<file path="config.mk">
export PLATFORM = sky130hd
export DESIGN_NAME = rdimm_dimm_end_flat
export DESIGN_NICKNAME = d
export VERILOG_FILES = /design/src/rdimm_pkg.sv /design/src/cmd_link_if.sv /design/src/rdimm_dimm_end.sv /design/src/flat_wrapper.sv
export SDC_FILE = /design/constraint.sdc
export NUM_CORES = 1
export LEC_CHECK = 0
export ABC_AREA = 1
export ABC_CLOCK_PERIOD_IN_PS = 1500
export BUFFER_PORTS_ARGS = -buffer_cell sky130_fd_sc_hd__buf_2
export CORE_MARGIN = 2
export CORE_UTILIZATION = 44
export CTS_BUF_LIST = sky130_fd_sc_hd__clkbuf_4 sky130_fd_sc_hd__clkbuf_8
export CTS_CLUSTER_DIAMETER = 80
export CTS_CLUSTER_SIZE = 8
export DETAILED_ROUTE_END_ITERATION = 7
export HOLD_SLACK_MARGIN = 0.1
export PLACE_DENSITY = 0.81
export SLEW_MARGIN = 25
export SYNTH_ARGS = -nofsm -noshare
export SYNTH_HDL_FRONTEND = slang
export SYNTH_SLANG_ARGS = --single-unit
</file>
<file path="constraint.sdc">
create_clock -name ref_clk -period 1.5 [get_ports ref_clk]
set_input_delay 0.15 -clock ref_clk [delete_from_list [all_inputs] [get_ports ref_clk]]
set_output_delay 0.15 -clock ref_clk [all_outputs]
set_load 0.02 [all_outputs]
</file>
<file path="src/rdimm_pkg.sv">
// rdimm_pkg: shared constants for the registered command input stage.
// assumes both ends run on ref_clk (40 MHz) and meet through cmd_link_if.
//
// Behaviour
// reset low forces registered outputs low asynchronously
// controller may hold reset low at power-up
// command = select, row, column, write strobe levels
// inputs sampled on rising clock crossing
// output data timed to clock crossings
// clock enable high activates clock, buffers, drivers
// enable low: precharge/self-refresh or active power-down
// enable sampled for power-down and self-refresh entry
// self-refresh exit and output disable are asynchronous
// controller holds enable high during reads, writes
// power-down disables buffers except clocks, enable
// self refresh disables all buffers except enable
// select low enables decoder, high disables it
// select high masks every command
// select is part of the command code
// bank inputs choose target bank of command
// inputs pass through one-clock register
// controller expects read data one clock later
// precharge address bit ten chooses one/all banks
// bank inputs choose mode or extended mode register
package rdimm_pkg;
	localparam int ADDR_W = 13;
	localparam int BANK_W = 2;
	localparam int NUM_BANKS = 4;
	localparam int AP_BIT = 10;
	localparam int CAS_LAT = 3;
	// command code {sel_n, row_n, col_n, wr_n}
	localparam logic [3:0] CMD_DESEL = 4'h8;
	localparam logic [3:0] CMD_MRS = 4'h0;
	localparam logic [3:0] CMD_REF = 4'h1;
	localparam logic [3:0] CMD_PRE = 4'h2;
	localparam logic [3:0] CMD_ACT = 4'h3;
	localparam logic [3:0] CMD_WR = 4'h4;
	localparam logic [3:0] CMD_RD = 4'h5;
	localparam logic [3:0] CMD_NOP = 4'h7;
	localparam logic [1:0] MR_BASE = 2'h0;
	localparam logic [1:0] MR_EXT = 2'h1;
	typedef enum logic [1:0] {PWR_ACTIVE, PWR_PDN_PRE, PWR_PDN_ACT, PWR_SELF_REF} pwr_type;
endpackage : rdimm_pkg

</file>
<file path="src/cmd_link_if.sv">
// cmd_link_if: command/address pins between controller and module.
// assumes one shared clock; no two-way pins are carried here.
`timescale 1ns/1ps
`default_nettype none
interface cmd_link_if;
	logic rst_n;
	logic sel_n;
	logic row_n;
	logic col_n;
	logic wr_n;
	logic clk_en;
	logic [rdimm_pkg::BANK_W-1:0] bank;
	logic [rdimm_pkg::ADDR_W-1:0] addr;
	modport ctrl (output rst_n, output sel_n, output row_n, output col_n, output wr_n,
		output clk_en, output bank, output addr);
	modport dimm (input rst_n, input sel_n, input row_n, input col_n, input wr_n,
		input clk_en, input bank, input addr);
endinterface : cmd_link_if
`default_nettype wire

</file>
<file path="src/rdimm_dimm_end.sv">
// rdimm_dimm_end: module end; one-clock input register plus command decode.
// assumes pins are synchronous to ref_clk; reset pin clears the register
// asynchronously, nrst resets the tracking state synchronously.
`timescale 1ns/1ps
`default_nettype none
module rdimm_dimm_end (
	input wire logic ref_clk, // clock (rising crossing)
	input wire logic nrst, // sync reset, active low
	cmd_link_if.dimm link, // controller pins
	output logic [3:0] dev_cmd_reg, // registered command to devices
	output logic [rdimm_pkg::BANK_W-1:0] dev_bank_reg, // registered bank
	output logic [rdimm_pkg::ADDR_W-1:0] dev_addr_reg, // registered address
	output logic dev_cke_reg, // registered clock enable
	output logic dev_clk_on, // device internal clock running
	output logic cmd_buf_on, // command/address buffers on
	output logic clk_buf_on, // clock input buffers on
	output logic out_drv_on, // output drivers on
	output logic cmd_fire, // pulse: decoded command valid
	output logic [rdimm_pkg::NUM_BANKS-1:0] bank_hit, // banks the command hits
	output logic mr_ext_sel, // mode register write targets extended
	output rdimm_pkg::pwr_type pwr_state_reg, // power state
	output logic [rdimm_pkg::NUM_BANKS-1:0] open_rows_reg // banks with row open
);
	rdimm_pkg::pwr_type pwr_next;
	logic [rdimm_pkg::NUM_BANKS-1:0] open_next;
	wire [3:0] pin_cmd = {link.sel_n, link.row_n, link.col_n, link.wr_n};
	// input register, one clock of delay
	always_ff @(posedge ref_clk or negedge link.rst_n) begin
		if (!link.rst_n) begin
			dev_cmd_reg <= 4'h0;
			dev_bank_reg <= '0;
			dev_addr_reg <= '0;
			dev_cke_reg <= 1'b0;
		end else begin
			dev_cmd_reg <= pin_cmd;
			dev_bank_reg <= link.bank;
			dev_addr_reg <= link.addr;
			dev_cke_reg <= link.clk_en;
		end
	end
	// ****************************************
	// decode
	// ****************************************
	wire dec_en = !dev_cmd_reg[3] && dev_cke_reg && link.rst_n;
	assign cmd_fire = dec_en && (pwr_state_reg == rdimm_pkg::PWR_ACTIVE);
	wire is_pre = cmd_fire && (dev_cmd_reg == rdimm_pkg::CMD_PRE);
	wire is_act = cmd_fire && (dev_cmd_reg == rdimm_pkg::CMD_ACT);
	wire is_ref = cmd_fire && (dev_cmd_reg == rdimm_pkg::CMD_REF);
	wire is_mrs = cmd_fire && (dev_cmd_reg == rdimm_pkg::CMD_MRS);
	wire all_pre = dev_addr_reg[rdimm_pkg::AP_BIT];
	wire [rdimm_pkg::NUM_BANKS-1:0] bank_one = rdimm_pkg::NUM_BANKS'(1) << dev_bank_reg;
	assign bank_hit = !cmd_fire ? '0 : (is_pre && all_pre) ? '1 : bank_one;
	assign mr_ext_sel = is_mrs && (dev_bank_reg == rdimm_pkg::MR_EXT);
	// ****************************************
	// bank and power tracking
	// ****************************************
	// refresh registered together with enable low means self-refresh entry;
	// the decoder is gated off by low enable, so this looks at the raw code
	wire sr_enter = !dev_cmd_reg[3] && (dev_cmd_reg == rdimm_pkg::CMD_REF) && !dev_cke_reg
		&& link.rst_n && (pwr_state_reg == rdimm_pkg::PWR_ACTIVE);
	always_comb begin
		open_next = open_rows_reg;
		if (is_act) open_next = open_rows_reg | bank_one;
		if (is_pre) open_next = open_rows_reg & ~bank_hit;
		pwr_next = pwr_state_reg;
		case (pwr_state_reg)
			rdimm_pkg::PWR_ACTIVE: begin
				if (sr_enter) pwr_next = rdimm_pkg::PWR_SELF_REF;
				else if (!dev_cke_reg && |open_rows_reg) pwr_next = rdimm_pkg::PWR_PDN_ACT;
				else if (!dev_cke_reg) pwr_next = rdimm_pkg::PWR_PDN_PRE;
			end
			rdimm_pkg::PWR_PDN_PRE, rdimm_pkg::PWR_PDN_ACT: begin
				if (dev_cke_reg) pwr_next = rdimm_pkg::PWR_ACTIVE;
			end
			rdimm_pkg::PWR_SELF_REF: begin
				if (link.clk_en) pwr_next = rdimm_pkg::PWR_ACTIVE;
			end
			default: pwr_next = rdimm_pkg::PWR_ACTIVE;
		endcase
	end
	always_ff @(posedge ref_clk) begin
		if (!nrst) begin
			pwr_state_reg <= rdimm_pkg::PWR_ACTIVE;
			open_rows_reg <= '0;
		end else begin
			pwr_state_reg <= pwr_next;
			open_rows_reg <= open_next;
		end
	end
	// ****************************************
	// gating
	// ****************************************
	// self-refresh exit and driver disable follow the pin with no clock edge
	wire in_sr = (pwr_state_reg == rdimm_pkg::PWR_SELF_REF) && !link.clk_en;
	wire in_pd = (pwr_state_reg == rdimm_pkg::PWR_PDN_PRE)
		|| (pwr_state_reg == rdimm_pkg::PWR_PDN_ACT);
	assign dev_clk_on = dev_cke_reg && !in_sr && !in_pd;
	assign cmd_buf_on = !in_pd && !in_sr && dev_cke_reg;
	assign clk_buf_on = !in_sr;
	assign out_drv_on = link.clk_en && dev_cke_reg && !in_pd;
endmodule : rdimm_dimm_end
`default_nettype wire

</file>
<file path="src/flat_wrapper.sv">
// flat-port wrapper written by rule: the top's interface ports become plain ports
module rdimm_dimm_end_flat 
  (ref_clk, nrst, dev_cmd_reg, dev_bank_reg, dev_addr_reg, dev_cke_reg, dev_clk_on, cmd_buf_on, clk_buf_on, out_drv_on, cmd_fire, bank_hit, mr_ext_sel, pwr_state_reg, open_rows_reg, link_rst_n, link_sel_n, link_row_n, link_col_n, link_wr_n, link_clk_en, link_bank, link_addr);
  cmd_link_if link_i ();
  input wire logic ref_clk;
  input wire logic nrst;
  output logic [3:0] dev_cmd_reg;
  output logic [rdimm_pkg::BANK_W-1:0] dev_bank_reg;
  output logic [rdimm_pkg::ADDR_W-1:0] dev_addr_reg;
  output logic dev_cke_reg;
  output logic dev_clk_on;
  output logic cmd_buf_on;
  output logic clk_buf_on;
  output logic out_drv_on;
  output logic cmd_fire;
  output logic [rdimm_pkg::NUM_BANKS-1:0] bank_hit;
  output logic mr_ext_sel;
  output rdimm_pkg::pwr_type pwr_state_reg;
  output logic [rdimm_pkg::NUM_BANKS-1:0] open_rows_reg;
  input wire logic [$bits(link_i.rst_n)-1:0] link_rst_n;
  input wire logic [$bits(link_i.sel_n)-1:0] link_sel_n;
  input wire logic [$bits(link_i.row_n)-1:0] link_row_n;
  input wire logic [$bits(link_i.col_n)-1:0] link_col_n;
  input wire logic [$bits(link_i.wr_n)-1:0] link_wr_n;
  input wire logic [$bits(link_i.clk_en)-1:0] link_clk_en;
  input wire logic [$bits(link_i.bank)-1:0] link_bank;
  input wire logic [$bits(link_i.addr)-1:0] link_addr;
  assign link_i.rst_n = link_rst_n;
  assign link_i.sel_n = link_sel_n;
  assign link_i.row_n = link_row_n;
  assign link_i.col_n = link_col_n;
  assign link_i.wr_n = link_wr_n;
  assign link_i.clk_en = link_clk_en;
  assign link_i.bank = link_bank;
  assign link_i.addr = link_addr;
  rdimm_dimm_end u_core (.ref_clk(ref_clk), .nrst(nrst), .link(link_i), .dev_cmd_reg(dev_cmd_reg), .dev_bank_reg(dev_bank_reg), .dev_addr_reg(dev_addr_reg), .dev_cke_reg(dev_cke_reg), .dev_clk_on(dev_clk_on), .cmd_buf_on(cmd_buf_on), .clk_buf_on(clk_buf_on), .out_drv_on(out_drv_on), .cmd_fire(cmd_fire), .bank_hit(bank_hit), .mr_ext_sel(mr_ext_sel), .pwr_state_reg(pwr_state_reg), .open_rows_reg(open_rows_reg));
endmodule
</file>
==> out/results.tsv, run 1 <==
stage	metric	value	unit
run_status	outcome	finished with violations	
run_status	violated checks	negative setup slack	
logic_synthesis	Synth Warn #	0	
die	DIE AREA	0.00274	mm2
placed_design	port bufs	58	
logic_synthesis	dominant cell type by area after synthesis	dfrtp_1	
placed_design	DP Wirelength	2.02	mm
clocking	clk slew on worst S/H paths	140	ps
critical_path	crit end category	output port	
clocking	CTS Buf Count	3	
timing	# setup viols final	8	
drt	vias	1222	
timing	TNS Setup	-1490	ps
layout	max reg flops	13	
drt	final WL	3.82	mm
placed_design	RePlAce Congestion	0.868	
critical_path	reg-to-reg slack, setup	60	ps
logic_synthesis	syn avg cell area	8.87	um2
clocking	CTS tree	built	
drt	post-DR wirelength/cell	16.1	um
power	VDD IR max	0.891	mV
placed_design	Post-DP Area	0.00139	mm2
die	Die X-Extent	52.3	um
clocking	Max Root-Sink Buffers	2	
drt	Remaining DRCs	0	
timing	RSZ-0062 raised after global routing	true	
timing	fin. max-slew vios	0	
timing	clk_skew	2.40	ps
logic_synthesis	post-synth top area share	48.7	%
logic_synthesis	top cells by area, synth	dfrtp_1 49%, nand2_1 13%, dfxtp_1 12%	
drt	Detail Route Antenna Nets	0	
timing	actual slew at the worst max-slew pin	833	ps
clocking	CTS root buf	clkbuf_4	
timing	endpoints failing hold	0	
global_routing	GRT Total Usage	26.4	%
die	area of the core	0.00221	mm2
layout	most common cell after layout, fill and taps aside	buf_2	
clocking	# H-tree levels	1	
critical_path	r2r worst-path depth	8	
clocking	latest clock arrival within the worst-skew pair	330	ps
clocking	CTS sink count	26	
layout	synthesis-to-layout area growth	81.1	%
timing	setup slack after layout	-259	ps
placed_design	pre-CTS setup slack	39.1	ps
logic_synthesis	Seq/Total Area, Yosys	60.3	%
job	maxcap violations	0	
global_routing	largest net degree at the start of global routing	20	
global_routing	first-pass GRT wire length	5.08	mm
critical_path	worst r2r dst	u_core.pwr_state_reg[1]	
critical_path	CP Data Required Time	1350	ps
drt	iteration count of the initial detailed-routing pass	4	
timing	fin crit share	117	%
timing	Tmin final	1760	ps
die	Site Rows	17	
logic_synthesis	synthesized area	0.00103	mm2
layout	Finished Layout Cells	238	
drt	Iteration-0 DRC Markers	42	
global_routing	vias in the first global route	1149	
critical_path	critical setup path kind	reg -> out	
layout	ANT cells	0	
critical_path	startpoint types	register	
critical_path	Worst EP arrival	1610	ps
placed_design	Inst Count DP	206	
die	die height	52.3	um
layout	most frequent cells in the layout	50 x buf_2, 26 x nand2_1, 23 x dlygate4sd3_1	
timing	Max Freq	569	MHz
drt	vias per inst	5.13	
layout	layout cells sized above 1	47.1	%
logic_synthesis	Yosys reg bits	26	
logic_synthesis	post-synth net total	142	
die	IO Pins	59	
global_routing	gr ovfl total	0	
layout	fin util	84.2	%
critical_path	crit-path max FO	7	
layout	Final Net Count	237	
power	leakage	1.01	nW
hold_path	Hold Path Class	in -> async	
logic_synthesis	Post-Syn Instances	116	
die	initial core utilization	46.5	%
critical_path	RR Startpoint	u_core.pwr_state_reg[0]	
power	Power Density	863	mW/mm2
global_routing	initial antenna violation count	0	
timing	Rel. slew slack	44.3	%
logic_synthesis	Cell variety after synth	13	
layout	Layout Cell Area excl Fill	0.00186	mm2
==> per-stage QoR <==
step	total power [mW]	hold WS, ps
2_1_floorplan	0.889	-146
3_3_place_gp	0.990	-43.9
3_5_place_dp	1.00	-47.3
4_1_cts	1.55	-398
5_1_grt	1.66	196
6_report	1.61	182
==> routing by layer <==
layer	global-route usage (%)	share of wire [%]	vias up
met5	0	0	-
met2	45.0	50	99
li1	-	-	541
met1	29.8	33	553
met4	12.4	6.6	0
met3	8.29	9.9	29
==> critical path, cell delays in order, from the launching register on <==
cell and delay, ps:
dfxtp_2 350, inv_2 80, ha_4 150, nand2_4 60
nor2_4 200, buf_6 170, nand2_2 60, nand2_1 80
buf_6 120
==> worst max-delay path by stage <==
stage	from	endpoint	slack, ps	depth (start not counted)
after CTS	u_core.pwr_state_reg[0]	mr_ext_sel	-140	7
after detailed placement	u_core.pwr_state_reg[0]	bank_hit[2]	40	8
after floorplan	u_core.pwr_state_reg[0]	mr_ext_sel	-10	7
final	u_core.pwr_state_reg[1]	bank_hit[2]	-260	8
after global routing	u_core.pwr_state_reg[0]	bank_hit[2]	-320	8
after global placement	u_core.pwr_state_reg[0]	bank_hit[0]	130	8
==> power by group <==
group	internal, mW	switching, mW
registers	0.731	0.0241
logic	0.163	0.201
clock network	0.270	0.218
total	1.16	0.443
==> cells by family (layout without fill, tap and decap cells) <==
group | after synthesis | count (layout) | share of synthesized area (%)
AO/OA/AOI/OAI | 7 | 7 | 3.41
adder cells (fa/ha/maj) | 3 | 3 | 3.65
flip-flops | 26 | 26 | 60.3
AND/OR/NAND/NOR | 62 | 62 | 25.3
buffers and inverters | 18 | 112 | 7.30
==> cell usage after synthesis (all sizes together) <==
master / instances
ha: 3
buf: 1
nand3: 6
nor4: 1
inv: 17
a21oi: 7
dfxtp: 6
nor2: 17
nand2: 37
dfrtp: 20
nor3: 1
==> area by class of cell <==
cell class	instances	area (um2)
inverters	17	63.8
clock inverters	1	30.0
repair buffers	91	642
flip-flops and latches	26	623
well taps	28	35.0
multi-input cells	72	447
fillers	110	349
clock buffers	3	22.5
==> what timing repair did <==
item                                    4_1_cts  5_1_grt
buffers inserted                              4        2
resized for setup                            32       14
endpoints found under the setup margin        9       11
hold endpoints to repair                     44        1
pin swaps                                     9        3
hold buffers                                 22        1
Power figures use the tool's default switching activity.
==> inputs of run 2 (changes only) <==
--- a/config.mk
+++ b/config.mk
@@ -6,16 +6,18 @@
 export NUM_CORES = 1
 export LEC_CHECK = 0
 export ABC_AREA = 1
-export ABC_CLOCK_PERIOD_IN_PS = 1500
+export ABC_CLOCK_PERIOD_IN_PS = 1950
 export BUFFER_PORTS_ARGS = -buffer_cell sky130_fd_sc_hd__buf_2
+export CELL_PAD_IN_SITES_DETAIL_PLACEMENT = 1
+export CELL_PAD_IN_SITES_GLOBAL_PLACEMENT = 2
 export CORE_MARGIN = 2
-export CORE_UTILIZATION = 44
+export CORE_UTILIZATION = 24
 export CTS_BUF_LIST = sky130_fd_sc_hd__clkbuf_4 sky130_fd_sc_hd__clkbuf_8
 export CTS_CLUSTER_DIAMETER = 80
 export CTS_CLUSTER_SIZE = 8
 export DETAILED_ROUTE_END_ITERATION = 7
 export HOLD_SLACK_MARGIN = 0.1
-export PLACE_DENSITY = 0.81
+export PLACE_DENSITY = 0.82
 export SLEW_MARGIN = 25
 export SYNTH_ARGS = -nofsm -noshare
 export SYNTH_HDL_FRONTEND = slang
==> constraint.sdc (replaced) <==
create_clock -name ref_clk -period 1.95 [get_ports ref_clk]
set_input_delay 0.195 -clock ref_clk [delete_from_list [all_inputs] [get_ports ref_clk]]
set_output_delay 0.195 -clock ref_clk [all_outputs]
set_load 0.02 [all_outputs]
==> run 2 against run 1 <==
Against the previous run: the run now ends clean; clock power down 33%; clock skew about the same; via count down 14%; critical endpoint is now bank_hit[0]; count of clock-buffer cells in the layout up 1; global-route usage down 11 points.
==> out/results.tsv, run 2 (synthesized netlist as in run 1, its figures left out) <==
stage	metric	value	unit
die	area of the core	0.00406	mm2
drt	iteration count of the initial detailed-routing pass	4	
layout	fillers	488	
power	leakage	0.911	nW
critical_path	critical path buffer and inverter count	3	
timing	actual slew at the worst max-slew pin	259	ps
timing	Tmin final	1800	ps
critical_path	Worst EP arrival	1600	ps
power	sequential share of power	51.8	%
power	VDD IR max	0.392	mV
power	Power Density	677	mW/mm2
critical_path	startpoint types	register	
placed_design	port bufs	58	
timing	TNS Setup	0	ps
layout	Final Net Count	227	
clocking	CTS tree	built	
critical_path	most frequent CP cell	nand2_1	
layout	layout cells sized above 1	34.5	%
global_routing	GRT Total Usage	15.1	%
timing	RSZ-0062 raised after global routing	false	
power	Clock Power Share	29.3	%
timing	worst hold margin	196	ps
critical_path	crit end category	output port	
drt	vias	1053	
critical_path	Setup crit start	u_core.pwr_state_reg[1]	
layout	synthesis-to-layout area growth	60.3	%
timing	# setup viols final	0	
layout	Multi-input gate area	338	um2
power	Sw Ratio	27.5	%
drt	Detail Route Antenna Nets	0	
hold_path	Hold Path Class	in -> reg	
critical_path	Critical Path Max Stage Delay	350	ps
timing	fin crit share	92.2	%
global_routing	first-pass GRT wire length	5.82	mm
drt	Iteration-0 DRC Markers	14	
placed_design	DP Wirelength	2.38	mm
clocking	CTS root buf	clkbuf_8	
layout	FF/Latch Area	621	um2
layout	ANT cells	0	
layout	most common cell after layout, fill and taps aside	buf_2	
global_routing	vias in the first global route	1229	
drt	vias per inst	4.21	
critical_path	Crit-path slowest cell	dfxtp_1	
die	die height	69.5	um
critical_path	CP Data Required Time	1750	ps
layout	max reg flops	13	
die	initial core utilization	25.3	%
run_status	outcome	finished, final reports clean	
clocking	latest clock arrival within the worst-skew pair	270	ps
timing	setup slack after layout	152	ps
clocking	CTS sink count	26	
critical_path	CP Cell Sequence	inv_1 > ha_1 > nand2_2 > nor2_4 > buf_4 > nand2_1 > nand2_1 > buf_2	
drt	final WL	3.40	mm
clocking	clk slew on worst S/H paths	90	ps
timing	Rel. slew slack	82.7	%
critical_path	crit-path max FO	8	
power	net switching power	0.306	mW
placed_design	Post-DP Area	0.00139	mm2
critical_path	critical setup path kind	reg -> out	
job	maxcap violations	0	
clocking	CTS Buf Count	3	
placed_design	RePlAce Congestion	0.817	
die	IO Pins	59	
critical_path	critical path's top delay family	buffers and inverters	
global_routing	initial antenna violation count	0	
timing	clk_skew	2.81	ps
hold_path	HP Start	nrst	
die	Die X-Extent	69.5	um
drt	Remaining DRCs	0	
critical_path	RR Startpoint	u_core.pwr_state_reg[1]	
layout	most frequent cells in the layout	58 x buf_2, 35 x nand2_1, 21 x dlygate4sd3_1	
clocking	Max Root-Sink Buffers	2	
timing	endpoints failing hold	0	
die	Site Rows	23	
global_routing	gr ovfl total	0	
drt	post-DR wirelength/cell	13.6	um
global_routing	largest net degree at the start of global routing	22	
layout	Layout Cell Area excl Fill	0.00165	mm2
placed_design	pre-CTS setup slack	397	ps
timing	Max Freq	556	MHz
power	Comb pwr share	18.9	%
timing	fin. max-slew vios	0	
power	internal cell power	0.809	mW
clocking	# H-tree levels	1	
die	DIE AREA	0.00482	mm2
run 2: cell types whose count changed in the layout (fill, tap and decap cells not counted), sizes merged:
cell	previous run	this run
bufinv	1	0
dlygate4sd3	23	21
clkbuf	3	4
buf	68	60
run 2: timing repair:
action | 4_1_cts | 5_1_grt
endpoints found under the setup margin | 0 | 4
hold buffers | 21 | 0
endpoints found under the hold margin | 40 | 0
gates resized for setup | 0 | 1
buffers inserted | 0 | 0
run 2: final cells by class:
cell class,count,share of cell area [%]
Sequential cell,26,37.6
Timing Repair Buffer,81,31.3
Multi-Input combinational cell,72,20.5
Inverter,17,3.87
Tap cell,50,3.79
Clock buffer,4,2.96
run 2: path summary, 6_finish.rpt:
kind / end / slack, ps / depth (start not counted)
min in group asynchronous: u_core.dev_cmd_reg[2] / 460 / 3
hold / removal: u_core.open_rows_reg[0] / 200 / 3
max in group asynchronous: u_core.dev_addr_reg[1] / 1280 / 3
setup / recovery: bank_hit[0] / 150 / 8
hold reg to reg: u_core.pwr_state_reg[0] / 520 / 2
setup reg to reg: u_core.pwr_state_reg[0] / 480 / 7
run 2: power by group through the flow:
stage	clock network, mW	logic (mW)	registers (mW)
finish	0.327	0.211	0.578
global route	0.359	0.232	0.582
CTS	0.337	0.207	0.578
detailed placement	0	0.175	0.589
global placement	0	0.170	0.587
floorplan	0	0.0624	0.619
run 2: through the flow:
stage / total power, mW / util [%] / std cells
final: 1.12 / 40.6 / 250
after global routing: 1.17 / 40.6 / 250
after CTS: 1.12 / 40.5 / 250
after detailed placement: 0.764 / 34.1 / 225
after global placement: 0.758 / 34.1 / 225
after floorplan: 0.681 / - / 116
run 2: tightest hold or removal path: cells and delay by family:
kind / cells / cell delay [ps]
buffers and inverters: 1 / 140
and+or+nand+nor: 2 / 100
run 2: metal layers:
metal  vias to the layer above  global-route usage (%)  routed length (um)
met5                         -                       0                   0
li1                        515                       -                   -
met1                       487                    16.1                1360
met4                         0                    3.92                  36
met3                         5                    6.40                 352
met2                        46                    27.4                1650
==> inputs of run 3 (changes only) <==
--- a/config.mk
+++ b/config.mk
@@ -12,7 +12,7 @@
 export CELL_PAD_IN_SITES_GLOBAL_PLACEMENT = 2
 export CORE_MARGIN = 2
 export CORE_UTILIZATION = 24
-export CTS_BUF_LIST = sky130_fd_sc_hd__clkbuf_4 sky130_fd_sc_hd__clkbuf_8
+export CTS_BUF_LIST = sky130_fd_sc_hd__clkbuf_4
 export CTS_CLUSTER_DIAMETER = 80
 export CTS_CLUSTER_SIZE = 8
 export DETAILED_ROUTE_END_ITERATION = 7
==> run 3 against run 2 <==
Against the previous run: register-to-register slack gained 80 ps; combinational power is essentially flat; sequential share of layout area grew 0.35 points; wire length shrank 2.3%; fmax shrank 0.99%; global-route usage shrank 0.44 points; hold slack lost 63 ps; count of clock-buffer cells in the layout is the same; largest cell class unchanged.
==> out/results.tsv, run 3 (synthesized netlist as in run 1, its figures left out) <==
stage	metric	value	unit
clocking	CTS root buf	clkbuf_4	
global_routing	initial antenna violation count	0	
die	area of the core	0.00406	mm2
layout	max reg flops	13	
die	IO Pins	59	
layout	fin util	40.4	%
timing	Rel. slew slack	82.7	%
hold_path	Hold Path Class	in -> reg	
drt	Detail Route Antenna Nets	0	
timing	# setup viols final	0	
clocking	CTS Buf Count	3	
drt	post-DR wirelength/cell	13.3	um
clocking	latest clock arrival within the worst-skew pair	320	ps
critical_path	crit end category	output port	
layout	most common cell after layout, fill and taps aside	buf_2	
drt	iteration count of the initial detailed-routing pass	4	
hold_path	worst hold stages	3	
drt	vias per inst	4.24	
layout	Multi-input gate area	340	um2
critical_path	Worst EP arrival	1620	ps
timing	clk_skew	5.84	ps
run_status	outcome	finished, final reports clean	
timing	RSZ-0062 raised after global routing	false	
layout	most frequent cells in the layout	56 x buf_2, 35 x nand2_1, 21 x dlygate4sd3_1	
critical_path	critical setup path kind	reg -> out	
die	Site Rows	23	
power	VDD IR max	0.350	mV
placed_design	port bufs	58	
clocking	clk slew on worst S/H paths	140	ps
timing	fin. max-slew vios	0	
timing	actual slew at the worst max-slew pin	259	ps
timing	Max Freq	551	MHz
layout	FF/Latch Area	623	um2
critical_path	startpoint types	register	
layout	ANT cells	0	
clocking	# H-tree levels	1	
layout	Final Net Count	227	
die	die height	69.5	um
critical_path	CP Data Required Time	1750	ps
global_routing	gr ovfl total	0	
global_routing	GRT Total Usage	14.7	%
global_routing	vias in the first global route	1235	
global_routing	first-pass GRT wire length	5.72	mm
drt	final WL	3.32	mm
timing	fin crit share	93.1	%
drt	vias	1059	
layout	fillers	494	
die	DIE AREA	0.00482	mm2
clocking	number of setup buffers added after CTS	0	
job	maxcap violations	0	
clocking	CTS sink count	26	
layout	synthesis-to-layout area growth	59.5	%
placed_design	RePlAce Congestion	0.817	
clocking	Max Root-Sink Buffers	2	
die	Die X-Extent	69.5	um
drt	Iteration-0 DRC Markers	17	
die	initial core utilization	25.3	%
power	Power Density	639	mW/mm2
clocking	CTS tree	built	
timing	Tmin final	1820	ps
placed_design	DP Wirelength	2.38	mm
layout	layout cells sized above 1	36.0	%
power	leakage	0.902	nW
timing	endpoints failing hold	0	
timing	TNS Setup	0	ps
global_routing	largest net degree at the start of global routing	22	
critical_path	crit-path max FO	8	
drt	Remaining DRCs	0	
critical_path	r2r worst-path depth	7	
==> run 3: cell types whose count changed in the layout (fill, tap and decap cells not counted), moves of 2 or more <==
cell,previous run,this run
buf_2,58,56
dfxtp_2,0,2
clkbuf_4,1,4
clkbuf_8,3,0
dfxtp_1,6,4
buf_4,2,4
==> run 3: worst max-delay path, stage by stage, from the launching register on <==
cell and delay, ps:
dfxtp_2 370, inv_1 80, ha_2 190, nand2_2 80
nor2_4 130, buf_4 160, nand2_1 70, nand2_1 70
buf_2 160
==> run 3: path summary, 6_finish.rpt <==
check                                   startpoint                      end  slack, ps
min in group asynchronous               link_rst_n   u_core.dev_addr_reg[3]        390
hold reg to reg            u_core.pwr_state_reg[0]  u_core.pwr_state_reg[0]        510
max in group asynchronous               link_rst_n   u_core.dev_addr_reg[1]       1350
setup / recovery           u_core.pwr_state_reg[1]              bank_hit[2]        130
hold / removal                                nrst  u_core.open_rows_reg[0]        130
setup reg to reg           u_core.pwr_state_reg[0]  u_core.pwr_state_reg[0]        560
==> run 3: layout make-up <==
| type | count | share of cell area, % |
|---|---|---|
| multi-input combinational | 72 | 20.7 |
| inverter | 17 | 3.89 |
| clock buffer | 4 | 1.83 |
| tap | 50 | 3.81 |
| timing repair buffer | 81 | 31.7 |
| sequential | 26 | 38.0 |
==> run 3: stage by stage <==
| step | worst slack [ps] | hold WS, ps | power, mW | std cells | instance area [um2] |
|---|---|---|---|---|---|
| after global routing | 0.195 | 130 | 1.10 | 250 | 1640 |
| after global placement | 458 | 189 | 0.758 | 225 | 1390 |
| after floorplan | 284 | -101 | 0.681 | 116 | 1030 |
| final | 134 | 133 | 1.05 | 250 | 1640 |
| after detailed placement | 397 | 195 | 0.764 | 225 | 1390 |
| after CTS | 5.92 | 129 | 1.05 | 250 | 1630 |
==> run 3: report_power, final <==
part           internal, mW  leakage [nW]  switching [mW]  total (mW)
sequential            0.562         0.282          0.0168       0.579
combinational        0.0893         0.602           0.123       0.212
clock                0.0940        0.0184           0.162       0.256
total                 0.746         0.902           0.302        1.05
==> run 3: what timing repair did <==
action / 4_1_cts / 5_1_grt
resized for setup: 0 / 6
hold buffers: 21 / 0
endpoints found under the setup margin: 0 / 5
hold endpoints to repair: 40 / 0
==> run 3: metal layers <==
| layer | up-vias | part of all wire (%) | wire, um | GRT usage [%] |
|---|---|---|---|---|
| met4 | 0 | 1.2 | 40 | 3.92 |
| met2 | 46 | 49 | 1610 | 26.5 |
| met1 | 492 | 40 | 1330 | 16.0 |
| met3 | 5 | 10 | 337 | 5.67 |
| li1 | 516 | - | - | - |
| met5 | - | 0 | 0 | 0 |
